**src/smx_pkg.sv**
```systemverilog
// Constants and types for the serial mux switch control front end
// Assumes a single core clock that oversamples the serial link pins
// Overview of operation
// [RULE1] Frame sync low arms shifter and edge counter
// [RULE2] One data bit per falling serial clock
// [RULE3] Eighth falling edge updates switches automatically
// [RULE4] Eight-bit word, most significant bit first
// [RULE5] Sync held low or briefly pulsed both work
// [RULE6] Word: all-off, bank A, bank B, spare, address
// [RULE7] Serial rate up to the specified maximum; with the 10 MHz core clock the code takes serial clocks below 5 MHz only
// [RULE8] Both bank selects high keeps present switches
// [RULE9] All-off bit high opens every switch unless both bank selects are high
// [RULE10] Address n closes source pair n+1
package smx_pkg;
  localparam int WORD_BITS = 8;
  localparam int CHANNELS = 16;
  localparam logic [3:0] EDGE_COUNT_LAST = 4'h8;
  localparam int POS_ALL_OFF = 7;
  localparam int POS_BANK_A = 6;
  localparam int POS_BANK_B = 5;
  localparam int POS_ADDR_MSB = 3;
  localparam logic [7:0] WORD_RESET = 8'h00;
  localparam logic [15:0] SWITCH_RESET = 16'h0000;
  localparam int SCLK_MAX_MHZ = 30;
  localparam int CORE_CLK_MHZ = 10;

  typedef enum logic [1:0] {
    SMX_IDLE = 2'b01,
    SMX_SHIFT = 2'b10
  } smx_state_t;

  typedef struct packed {
    logic [15:0] bank_a;
    logic [15:0] bank_b;
  } smx_switch_t;
endpackage

```
**src/smx_serial_mux_switch_control.sv**
```systemverilog
// Serial front end and switch state of a dual 16-channel analog mux
// Assumes sync, serial clock and data arrive asynchronously as pins
`timescale 1ns/1ps
`default_nettype none
module smx_serial_mux_switch_control (
  input wire logic core_clk,
  input wire logic rst_n,
  input wire logic frame_sync_n,
  input wire logic serial_clk,
  input wire logic serial_data,
  output smx_pkg::smx_switch_t switch_on,
  output logic [7:0] last_word,
  output logic update_pulse,
  output logic frame_busy
);
  logic [2:0] sync_meta_reg, sync_reg;
  logic sclk_last_reg;
  logic sync_last_reg;
  smx_pkg::smx_state_t state_reg, state_next;
  logic [7:0] shift_reg, shift_next;
  logic [3:0] count_reg, count_next;
  smx_pkg::smx_switch_t sw_reg, sw_next;
  logic [7:0] word_reg, word_next;
  logic upd_reg, upd_next;

  // Sync, clock, data each through two flops; bit order: sync, clk, data
  always_ff @(posedge core_clk or negedge rst_n) begin
    if (!rst_n) begin
      sync_meta_reg <= 3'h7;
      sync_reg <= 3'h7;
      sclk_last_reg <= 1'b0;
      sync_last_reg <= 1'b1;
    end else begin
      sync_meta_reg <= {frame_sync_n, serial_clk, serial_data};
      sync_reg <= sync_meta_reg;
      sclk_last_reg <= sync_reg[1];
      sync_last_reg <= sync_reg[2];
    end
  end

  // Arm on the falling edge only, so a held sync does not rearm
  wire sync_fall = sync_last_reg && !sync_reg[2];
  wire sclk_fall = sclk_last_reg && !sync_reg[1];
  wire din = sync_reg[0];
  wire [7:0] shifted = {shift_reg[6:0], din}; // RULE4
  wire last_edge = (count_reg + 4'h1) == smx_pkg::EDGE_COUNT_LAST;

  function automatic smx_pkg::smx_switch_t decode(input logic [7:0] w,
                                                  input smx_pkg::smx_switch_t old);
    smx_pkg::smx_switch_t r;
    logic [15:0] onehot;
    r = old;
    onehot = 16'h0001 << w[smx_pkg::POS_ADDR_MSB -: 4]; // RULE10
    if (w[smx_pkg::POS_BANK_A] && w[smx_pkg::POS_BANK_B]) begin
      r = old; // RULE8
    end else if (w[smx_pkg::POS_ALL_OFF]) begin
      r = '0; // RULE9
    end else begin
      // Active-low selects; one bank alone leaves the other untouched
      if (!w[smx_pkg::POS_BANK_A]) r.bank_a = onehot; // RULE6
      if (!w[smx_pkg::POS_BANK_B]) r.bank_b = onehot; // RULE6
    end
    return r;
  endfunction

  always_comb begin
    state_next = state_reg;
    shift_next = shift_reg;
    count_next = count_reg;
    sw_next = sw_reg;
    word_next = word_reg;
    upd_next = 1'b0;
    case (state_reg)
      smx_pkg::SMX_IDLE: begin
        if (sync_fall) begin
          state_next = smx_pkg::SMX_SHIFT; // RULE1
          count_next = 4'h0;
          shift_next = smx_pkg::WORD_RESET;
        end
      end
      smx_pkg::SMX_SHIFT: begin
        // Stays armed after sync rises so a short pulse works RULE5
        if (sclk_fall) begin
          shift_next = shifted; // RULE2
          count_next = count_reg + 4'h1;
          if (last_edge) begin
            sw_next = decode(shifted, sw_reg); // RULE3
            word_next = shifted;
            upd_next = 1'b1;
            state_next = smx_pkg::SMX_IDLE;
          end
        end
      end
      default: state_next = smx_pkg::SMX_IDLE;
    endcase
  end

  // Core clock must exceed twice the serial clock rate RULE7
  always_ff @(posedge core_clk or negedge rst_n) begin
    if (!rst_n) begin
      state_reg <= smx_pkg::SMX_IDLE;
      shift_reg <= smx_pkg::WORD_RESET;
      count_reg <= 4'h0;
      sw_reg <= smx_pkg::SWITCH_RESET;
      word_reg <= smx_pkg::WORD_RESET;
      upd_reg <= 1'b0;
    end else begin
      state_reg <= state_next;
      shift_reg <= shift_next;
      count_reg <= count_next;
      sw_reg <= sw_next;
      word_reg <= word_next;
      upd_reg <= upd_next;
    end
  end

  assign switch_on = sw_reg;
  assign last_word = word_reg;
  assign update_pulse = upd_reg;
  assign frame_busy = state_reg == smx_pkg::SMX_SHIFT;
endmodule
`default_nettype wire

```
**config.mk**
```make
export PLATFORM = sky130hd
export DESIGN_NAME = smx_serial_mux_switch_control
export DESIGN_NICKNAME = d
export VERILOG_FILES = /design/src/smx_pkg.sv /design/src/smx_serial_mux_switch_control.sv
export SDC_FILE = /design/constraint.sdc
export NUM_CORES = 1
export LEC_CHECK = 0
export ABC_CLOCK_PERIOD_IN_PS = 1610
export BUFFER_PORTS_ARGS = -buffer_cell sky130_fd_sc_hd__buf_4
export CORE_MARGIN = 4
export CORE_UTILIZATION = 35
export DETAILED_ROUTE_END_ITERATION = 16
export GPL_ROUTABILITY_DRIVEN = 1
export MAX_ROUTING_LAYER = met4
export PLACE_DENSITY_LB_ADDON = 0.12
export SYNTH_ARGS = -nofsm -noshare
export SYNTH_HDL_FRONTEND = slang
export SYNTH_SLANG_ARGS = --single-unit
```
**constraint.sdc**
```tcl
create_clock -name core_clk -period 1.61 [get_ports core_clk]
set_input_delay 0.161 -clock core_clk [delete_from_list [all_inputs] [get_ports core_clk]]
set_output_delay 0.161 -clock core_clk [all_outputs]
set_load 0.02 [all_outputs]
```
======== Yosys cells after proc, flatten, opt, wreduce, memory -nomap -nowiden ========
Index checks and enable logic that the tools add are counted.
storage, ports and cells
  logic and storage cells ................. 49
  bits of input ports ..................... 5
  output and inout port bits .............. 42
  bits in registers ....................... 62
operators by class
  reductions and logical operators ........ 11
  bitwise operators ....................... 1
  shift operators ......................... 1
  eq/ne operators ......................... 8
  add/subtract/negate cells ............... 1
  mux-type cells .......................... 16
operator list
  kind                  count
  $mux 16               2
  $mux 32               1
  $shl 1x4->16 const A  1
  $mux 7                2
  $pmux 7 s2            1
  $reduce_and 5->1      2
  $reduce_and 3->1      3
  $mux 4                2
  $ne 2x1->1 const B    4
  $pmux 4 s2            1
  $mux 2                3
  $add 4x1->4 const B   1
  $eq 4x4->1 const B    1
  $pmux 2 s2            1
  $logic_and 1x1->1     3
  $mux 1                3
  $eq 2x1->1 const B    1
  $eq 2x2->1 const B    1
  $logic_not 1->1       2
  $ne 2x2->1 const B    1
  $reduce_bool 2->1     1
  $not 1->1             1

======== Longest topological paths before layout ========
Gate-level depths: netlist of the first run.
  word-level depth ........................ 5
  gate-level depth with buffers ........... 7
  gate-level depth less buffers ........... 5

======== Least setup slack after synthesis of the first run ========
Ideal clock, no wire load.
  path kind ............................... reg2reg
  from .................................... reg count_reg[0]
  to ...................................... reg sw_reg, in the netlist switch_on[0]
  cell stages (with the launch flop) ...... 8
  setup time .............................. 0.125 ns
  period minus slack after synthesis ...... 1.737 ns
  path slack .............................. -0.127 ns
  required time ........................... 1.485 ns
  buffers on the path ..................... 2
  data arrival time ....................... 1.612 ns
  path through ............................ dfrtp_1 ha_1 nand2_1 a211oi_2 buf_6 nand2_8 buf_12 mux2_4
between the ends
  longest elaborated chain between the ends .. 3
RTL lines
  item                               line                                  RTL
  start: declaration                 smx_serial_mux_switch_control.sv:21   logic [3:0] count_reg, count_next;
  start signal: assignment           smx_serial_mux_switch_control.sv:110  count_reg <= count_next;
  $add 4x1->4                        smx_serial_mux_switch_control.sv:46   wire last_edge = (count_reg + 4'h1) == smx_pkg::EDGE_COUNT_LAST;
  $eq 4x4->1                         smx_serial_mux_switch_control.sv:46
  $reduce_and 5->1 (no source line)  -
  end signal: assignment             smx_serial_mux_switch_control.sv:104  sw_reg <= smx_pkg::SWITCH_RESET;
  end signal: assignment             smx_serial_mux_switch_control.sv:111  sw_reg <= sw_next;
  end: declaration                   smx_serial_mux_switch_control.sv:22   smx_pkg::smx_switch_t sw_reg, sw_next;
No other way between the ends.
A chain may end at the register's enable or synchronous reset.

======== Worst setup path after layout of the first run ========
  from .................................... reg count_reg[3]
  to ...................................... reg sw_reg, in the netlist switch_on[0]
Same word-level chain as after synthesis.

==> summary.txt, run 1 <==
Run status
  – Status: finished with violations
  – Failing checks: negative setup slack

STA
  – Worst-Margin Slew: 0.378 ns
  – Final Skew: 0.00750 ns
  – Peak Freq: 584 MHz
  – WHS: 0.353 ns
  – Rel. slew slack: 74.8%
  – Fin crit share: 106%
  – RSZ-0062 raised after global routing: true
  – Setup ws final: -0.102 ns
  – Final hold viol count: 0
  – Final setup viols: 40
  – Fin. max-slew vios: 0
  – Fin crit period: 1.71 ns

Critical path
  – CP startpoint kind: flop
  – CP Max Fanout: 8
  – CP Class: flop to flop
  – Required time worst endpoint: 1.83 ns
  – Slowest cell delay on critical path: 0.42 ns
  – CP arrival: 1.93 ns
  – Worst path cell trace: nand3b_1, a211oi_4, buf_6, nand2_4, mux2_4
  – Slowest CP cell: dfrtp_1
  – Crit. End Element: flop

GRT
  – GRT Util Overall: 13.8%
  – First-pass GRT wire length: 8920 um
  – GRT met2 Usage: 20.1%
  – Pin count of the biggest net entering global routing: 63
  – GR Util met1: 17.6%
  – GRT overflow: 0
  – Vias in the first global route: 1,763
  – Most used routing layer: met2
  – GR Util met3: 3.74%
  – Initial antenna violation count: 0

Pwr
  – Max IR drop VDD: 0.493 mV
  – Power per cell area: 946 nW/um^2
  – Total power: 3210 uW
  – LEAKAGE: 0.00173 uW

Route
  – DR vias/cell: 4.63
  – DRT Pass-1 Iters: 4
  – DR vias: 1,587
  – Routed WL: 5270 um
  – First DRT Iteration DRCs: 36
  – Antenna Nets Post-Route: 0
  – Wirelength per Cell: 15.4 um
  – DRC errors left: 0

Placed design
  – Area after detailed placement: 3050 um^2
  – Pre-CTS setup slack: -0.140 ns
  – Gpl congestion: 0.713
  – IO buf count: 46
  – Hpwl dp: 3590 um

Yosys
  – Post-synth top area share: 54.2%
  – Ys flop type: dfrtp_1
  – Synth area leaders: dfrtp_1, mux2_2, dfstp_2, mux2_4, a22o_1
  – Cell taking the most area after synthesis: dfrtp_1
  – Avg Cell Area, Syn: 14.7 um^2
  – EDFF count, synth: 0
  – Syn_nets: 176
  – Mapped Area: 2490 um^2
  – Post-synth ARST share: 100%
  – Post-synthesis sequential area ratio: 62.7%
  – YS warnings: 0
  – Synth Instances: 170
  – Netlist cell types: 30
  – #FFs+latches synth: 62

Clocking
  – CTS root buffer: clkbuf_8
  – CTS Sinks: 62
  – Clk slew on worst S/H paths: 0.07 ns
  – Max Root-Sink Buffers: 2
  – CTS tree: yes
  – H-tree Lvls: 3
  – Total CTS buffers: 9
  – Skew-Pair Late Insertion Delay: 0.33 ns

Final layout
  – Share of cells above drive strength 1: 55.1%
  – Multi-input gate area in the final layout: 952 um^2
  – Synth-to-Final Area Change: 36.3%
  – Final Cell Area: 3390 um^2
  – Storage cell area: 1560 um^2
  – Final nets: 248
  – Number of diodes: 0
  – Filler cells: 610
  – Number of flip-flops in the largest register: 32

Die
  – DIE WIDTH: 92.4 um
  – Core box area: 6870 um^2
  – Die ar.: 8530 um^2
  – Die Y-Extent: 92.4 um
  – Initial Util: 36.3%
  – IO Count: 47
  – Row count: 30

Flow run
  – Max-Cap Viols: 0

Worst hold path
  – Min-Delay Path Class: input port to async pin
-- where the power goes --
part / leakage, uW / internal, uW / total (uW) / switching [uW]
Combinational: 0.000781 / 60.2 / 131 / 70.5
Clock: 0.000110 / 910 / 1480 / 565
Sequential: 0.000836 / 1590 / 1600 / 17.4
Total: 0.00173 / 2560 / 3210 / 653
-- repair_timing --
item / CTS / global route
hold endpoints to repair: 57 / 0
resized for setup: 3 / 5
hold buffers: 4 / 0
cloned: 1 / 0
pin swaps: 2 / 2
endpoints found under the setup margin: 41 / 50
buffers inserted: 2 / 2
-- area by class of cell --
class / count / area share (%)
flip-flops and latches: 62 / 46.0
multi-input cells: 101 / 28.1
repair buffers: 67 / 16.0
clock buffers: 12 / 4.28
well taps: 96 / 3.54
clock inverters: 4 / 2.06
inverters: 1 / 0.111
-- layer usage --
layer,vias to the layer above,share of wire (%)
met5,-,0
met4,0,1.2
met3,5,5.0
met2,46,46
met1,785,48
li1,751,-
-- layout by cell type (no fill, tap or decap) --
cell / instances
a211oi_4: 1
a21bo_1: 1
a21o_1: 1
a21oi_1: 2
a22o_1: 8
buf_12: 2
buf_4: 60
buf_6: 1
bufinv_16: 2
clkbuf_1: 2
clkbuf_8: 10
clkinv_2: 2
dfrtp_1: 54
dfstp_2: 8
dlygate4sd3_1: 4
ha_2: 1
inv_1: 1
mux2_2: 30
mux2_4: 10
nand2_1: 5
nand2_2: 2
nand2_4: 1
nand2_8: 1
nand2b_1: 2
nand3_1: 2
nand3b_1: 3
nand4bb_4: 1
nor2_1: 14
nor2_4: 1
nor2b_1: 1
nor3_1: 4
nor4bb_4: 2
o21ai_0: 5
o21ai_4: 1
or3_1: 1
xor2_1: 1
-- worst max-delay path, delay by kind of cell (launching register included) --
kind	cells	cell delay, ns
flops	1	0.42
simple gates	2	0.34
buf+inv	1	0.18
compound gates	1	0.35
mux	1	0.31
-- cells by family (layout without fill, tap and decap cells) --
logic type	after synthesis	after routing	synth area share, %
mux	40	40	19.6
xor+xnor	1	1	0.352
buf+inv	8	84	2.21
compound gates	19	19	6.08
fa+ha+maj	1	1	0.502
simple gates	39	40	8.59
flops	62	62	62.7
-- synth_stat cells (all sizes together) (2+ instances only) --
master / number
nand2b: 2
mux2: 40
nor4bb: 2
dfstp: 8
clkbuf: 4
nor3: 4
nand3: 2
nor2: 15
nand3b: 3
nand2: 8
buf: 3
o21ai: 6
dfrtp: 54
a22o: 8
a21oi: 2
-- metrics by stage --
stage          std cells  util, %  setup TNS [ns]
6_report             343     49.4           -3.02
2_1_floorplan        170        -          -0.731
4_1_cts              341     48.7           -2.64
3_3_place_gp         318     44.4          -0.555
3_5_place_dp         318     44.4           -3.20
5_1_grt              343     49.4           -6.14
-- worst paths after layout --
kind | from | endpoint | slack [ns] | cells after the start
min in group core_clk | sync_meta_reg[1]$_DFF_PN1_ | sync_reg[1]$_DFF_PN1_ | 0.36 | 0
hold / removal | rst_n | switch_on[3]$_DFFE_PN0P_ | 0.35 | 3
setup / recovery | count_reg[3]$_DFFE_PN0P_ | switch_on[0]$_DFFE_PN0P_ | -0.10 | 5
hold reg to reg | sync_meta_reg[1]$_DFF_PN1_ | sync_reg[1]$_DFF_PN1_ | 0.36 | 0
max in group asynchronous | rst_n | sync_meta_reg[0]$_DFF_PN1_ | 0.93 | 3
setup reg to reg | count_reg[3]$_DFFE_PN0P_ | switch_on[0]$_DFFE_PN0P_ | -0.10 | 5
(Power assumes the default switching activity.)
==> run 2: changes to the inputs <==
--- a/config.mk
+++ b/config.mk
@@ -8,9 +8,10 @@
 export ABC_CLOCK_PERIOD_IN_PS = 1610
 export BUFFER_PORTS_ARGS = -buffer_cell sky130_fd_sc_hd__buf_4
 export CORE_MARGIN = 4
-export CORE_UTILIZATION = 35
+export CORE_UTILIZATION = 47
 export DETAILED_ROUTE_END_ITERATION = 16
 export GPL_ROUTABILITY_DRIVEN = 1
+export GPL_TIMING_DRIVEN = 0
 export MAX_ROUTING_LAYER = met4
 export PLACE_DENSITY_LB_ADDON = 0.12
 export SYNTH_ARGS = -nofsm -noshare
==> summary.txt, run 2 (same netlist as run 1, synthesis figures left out) <==
Final layout
  – Most frequent cells in the layout: buf_4, dfrtp_1, mux2_2
  – Number of diodes: 0 (unchanged)
  – Share of cells above drive strength 1: 54.8% (-0.22 points)
  – Final non-filler cell total: 318 (-7.3%)
  – Final nets: 249 (+0.40%)
  – Most common cell after layout, fill and taps aside: buf_4
  – Synth-to-Final Area Change: 36.5%
  – Number of flip-flops in the largest register: 32 (unchanged)

Critical path
  – Crit. End Element: flop
  – Worst path cell trace: nand3b_1, a211oi_4, buf_4, nand2_8, buf_12, mux2_2
  – Slowest CP cell: dfrtp_1
  – CP startpoint kind: flop
  – Slowest cell delay on critical path: 0.41 ns (about the same)
  – R2R setup slack: -0.18 ns (-0.08 ns)
  – CP Max Fanout: 10 (+2)
  – CP arrival: 2.00 ns (+0.07 ns)
  – CP Class: flop to flop
  – Required time worst endpoint: 1.82 ns (about the same)

Route
  – First DRT Iteration DRCs: 88 (+140%)
  – DR vias: 1,595 (+0.50%)
  – DRT Pass-1 Iters: 5 (+1)
  – Routed WL: 5230 um (-0.78%)
  – DRC errors left: 0 (unchanged)
  – Wirelength per Cell: 16.4 um (+7.0%)
  – DR vias/cell: 5.02 (+8.4%)
  – Antenna Nets Post-Route: 0 (unchanged)

Die
  – DIE WIDTH: 80.8 um (-13%)
  – Row count: 26 (-13%)
  – Core box area: 5110 um^2 (-26%)
  – Die Y-Extent: 80.8 um (-13%)
  – Die ar.: 6530 um^2 (-23%)
  – Initial Util: 48.8% (+13 points)
  – IO Count: 47 (unchanged)

Worst hold path
  – Min-Delay Path Class: flop to flop

Clocking
  – Skew-Pair Late Insertion Delay: 0.34 ns (about the same)
  – CTS tree: yes
  – Max Root-Sink Buffers: 2 (unchanged)
  – H-tree Lvls: 3 (unchanged)
  – CTS Sinks: 62 (unchanged)
  – CTS root buffer: clkbuf_8
  – Total CTS buffers: 9 (unchanged)
  – Clk slew on worst S/H paths: 0.06 ns (about the same)

GRT
  – GRT Util Overall: 18.6% (+4.7 points)
  – GR Util met3: 3.33% (-0.41 points)
  – Initial antenna violation count: 0 (unchanged)
  – GRT met2 Usage: 28.2% (+8.0 points)
  – GR Util met1: 24.4% (+6.9 points)
  – Vias in the first global route: 1,735 (-1.6%)
  – Most used routing layer: met2
  – First-pass GRT wire length: 8780 um (-1.6%)
  – GRT overflow: 0 (unchanged)
  – Pin count of the biggest net entering global routing: 63 (unchanged)

STA
  – Final setup viols: 40 (unchanged)
  – WHS: 0.357 ns (+0.00381 ns)
  – Final hold viol count: 0 (unchanged)
  – Setup_tns: -4.61 ns (-1.59 ns)
  – Setup ws final: -0.179 ns (-0.0766 ns)
  – Fin. max-slew vios: 0 (unchanged)
  – Peak Freq: 559 MHz (-4.3%)
  – Rel. slew slack: 50.3% (-24 points)
  – Fin crit share: 111% (+4.8 points)
  – Final Skew: 0.0125 ns (+0.00504 ns)
  – Fin crit period: 1.79 ns (+0.0766 ns)
  – RSZ-0062 raised after global routing: true
  – Worst-Margin Slew: 0.745 ns (+0.367 ns)

Pwr
  – Power per cell area: 865 nW/um^2 (-8.5%)
  – Max IR drop VDD: 0.651 mV (+32%)
  – LEAKAGE: 0.00172 uW (-0.43%)

Placed design
  – Pre-CTS setup slack: -0.285 ns (-0.145 ns)
  – Placed cell count: 286 (-10%)
  – Hpwl dp: 3500 um (-2.5%)
  – IO buf count: 46 (unchanged)
  – Gpl congestion: 0.784 (+10%)

Run status
  – Status: finished with violations
  – Failing checks: negative setup slack

Flow run
  – Max-Cap Viols: 0 (unchanged)
[run 2: cell type report]
cell class	instances	area, um^2
flip-flops and latches	62	1570
fillers	378	1710
well taps	70	87.6
clock inverters	1	5.00
plain buffers	7	71.3
clock buffers	15	176
repair buffers	62	518
inverters	1	3.75
multi-input cells	100	972
[run 2: metrics by stage]
stage	total power, uW	area (um^2)	utilization (%)
finish	2940	3400	66.6
global route	3070	3400	66.6
CTS	2970	3350	65.6
detailed placement	1720	2950	57.7
global placement	1710	2950	57.7
floorplan	1670	2510	-
[run 2: what timing repair did]
action / in CTS / in global routing
pin swaps: 2 / 1
gates cloned: 1 / 0
endpoints found under the hold margin: 57 / 0
setup buffers: 10 / 1
hold buffers: 4 / 0
endpoints found under the setup margin: 51 / 50
resized for setup: 23 / 10
[run 2: final timing paths]
kind | endpoint | cells past startpoint | start
worst min register to register | sync_reg[1]$_DFF_PN1_ | 0 | sync_meta_reg[1]$_DFF_PN1_
min in group asynchronous | switch_on[25]$_DFFE_PN0P_ | 2 | rst_n
worst max register to register | switch_on[24]$_DFFE_PN0P_ | 6 | count_reg[3]$_DFFE_PN0P_
worst max-delay path | switch_on[24]$_DFFE_PN0P_ | 6 | count_reg[3]$_DFFE_PN0P_
worst min-delay path | sync_reg[1]$_DFF_PN1_ | 0 | sync_meta_reg[1]$_DFF_PN1_
max in group asynchronous | count_reg[0]$_DFFE_PN0P_ | 2 | rst_n
[run 2: critical path: cells and delay by family, from the launching register on]
family          cells  cell delay, ns
buf+inv             2            0.35
flops               1            0.41
mux                 1            0.27
simple gates        2            0.31
compound gates      1            0.32
[run 2: power breakdown]
group | leakage [uW] | switching [uW] | total [uW] | internal [uW]
registers | 0.000831 | 21.3 | 1610 | 1590
clock network | 0.0000937 | 546 | 1230 | 685
logic | 0.000795 | 59.4 | 101 | 42.0
[run 2: layer usage]
| layer | routed length [um] | vias up |
|---|---|---|
| li1 | - | 748 |
| met1 | 2440 | 798 |
| met2 | 2480 | 39 |
| met3 | 204 | 10 |
| met4 | 96 | 0 |
| met5 | 0 | - |
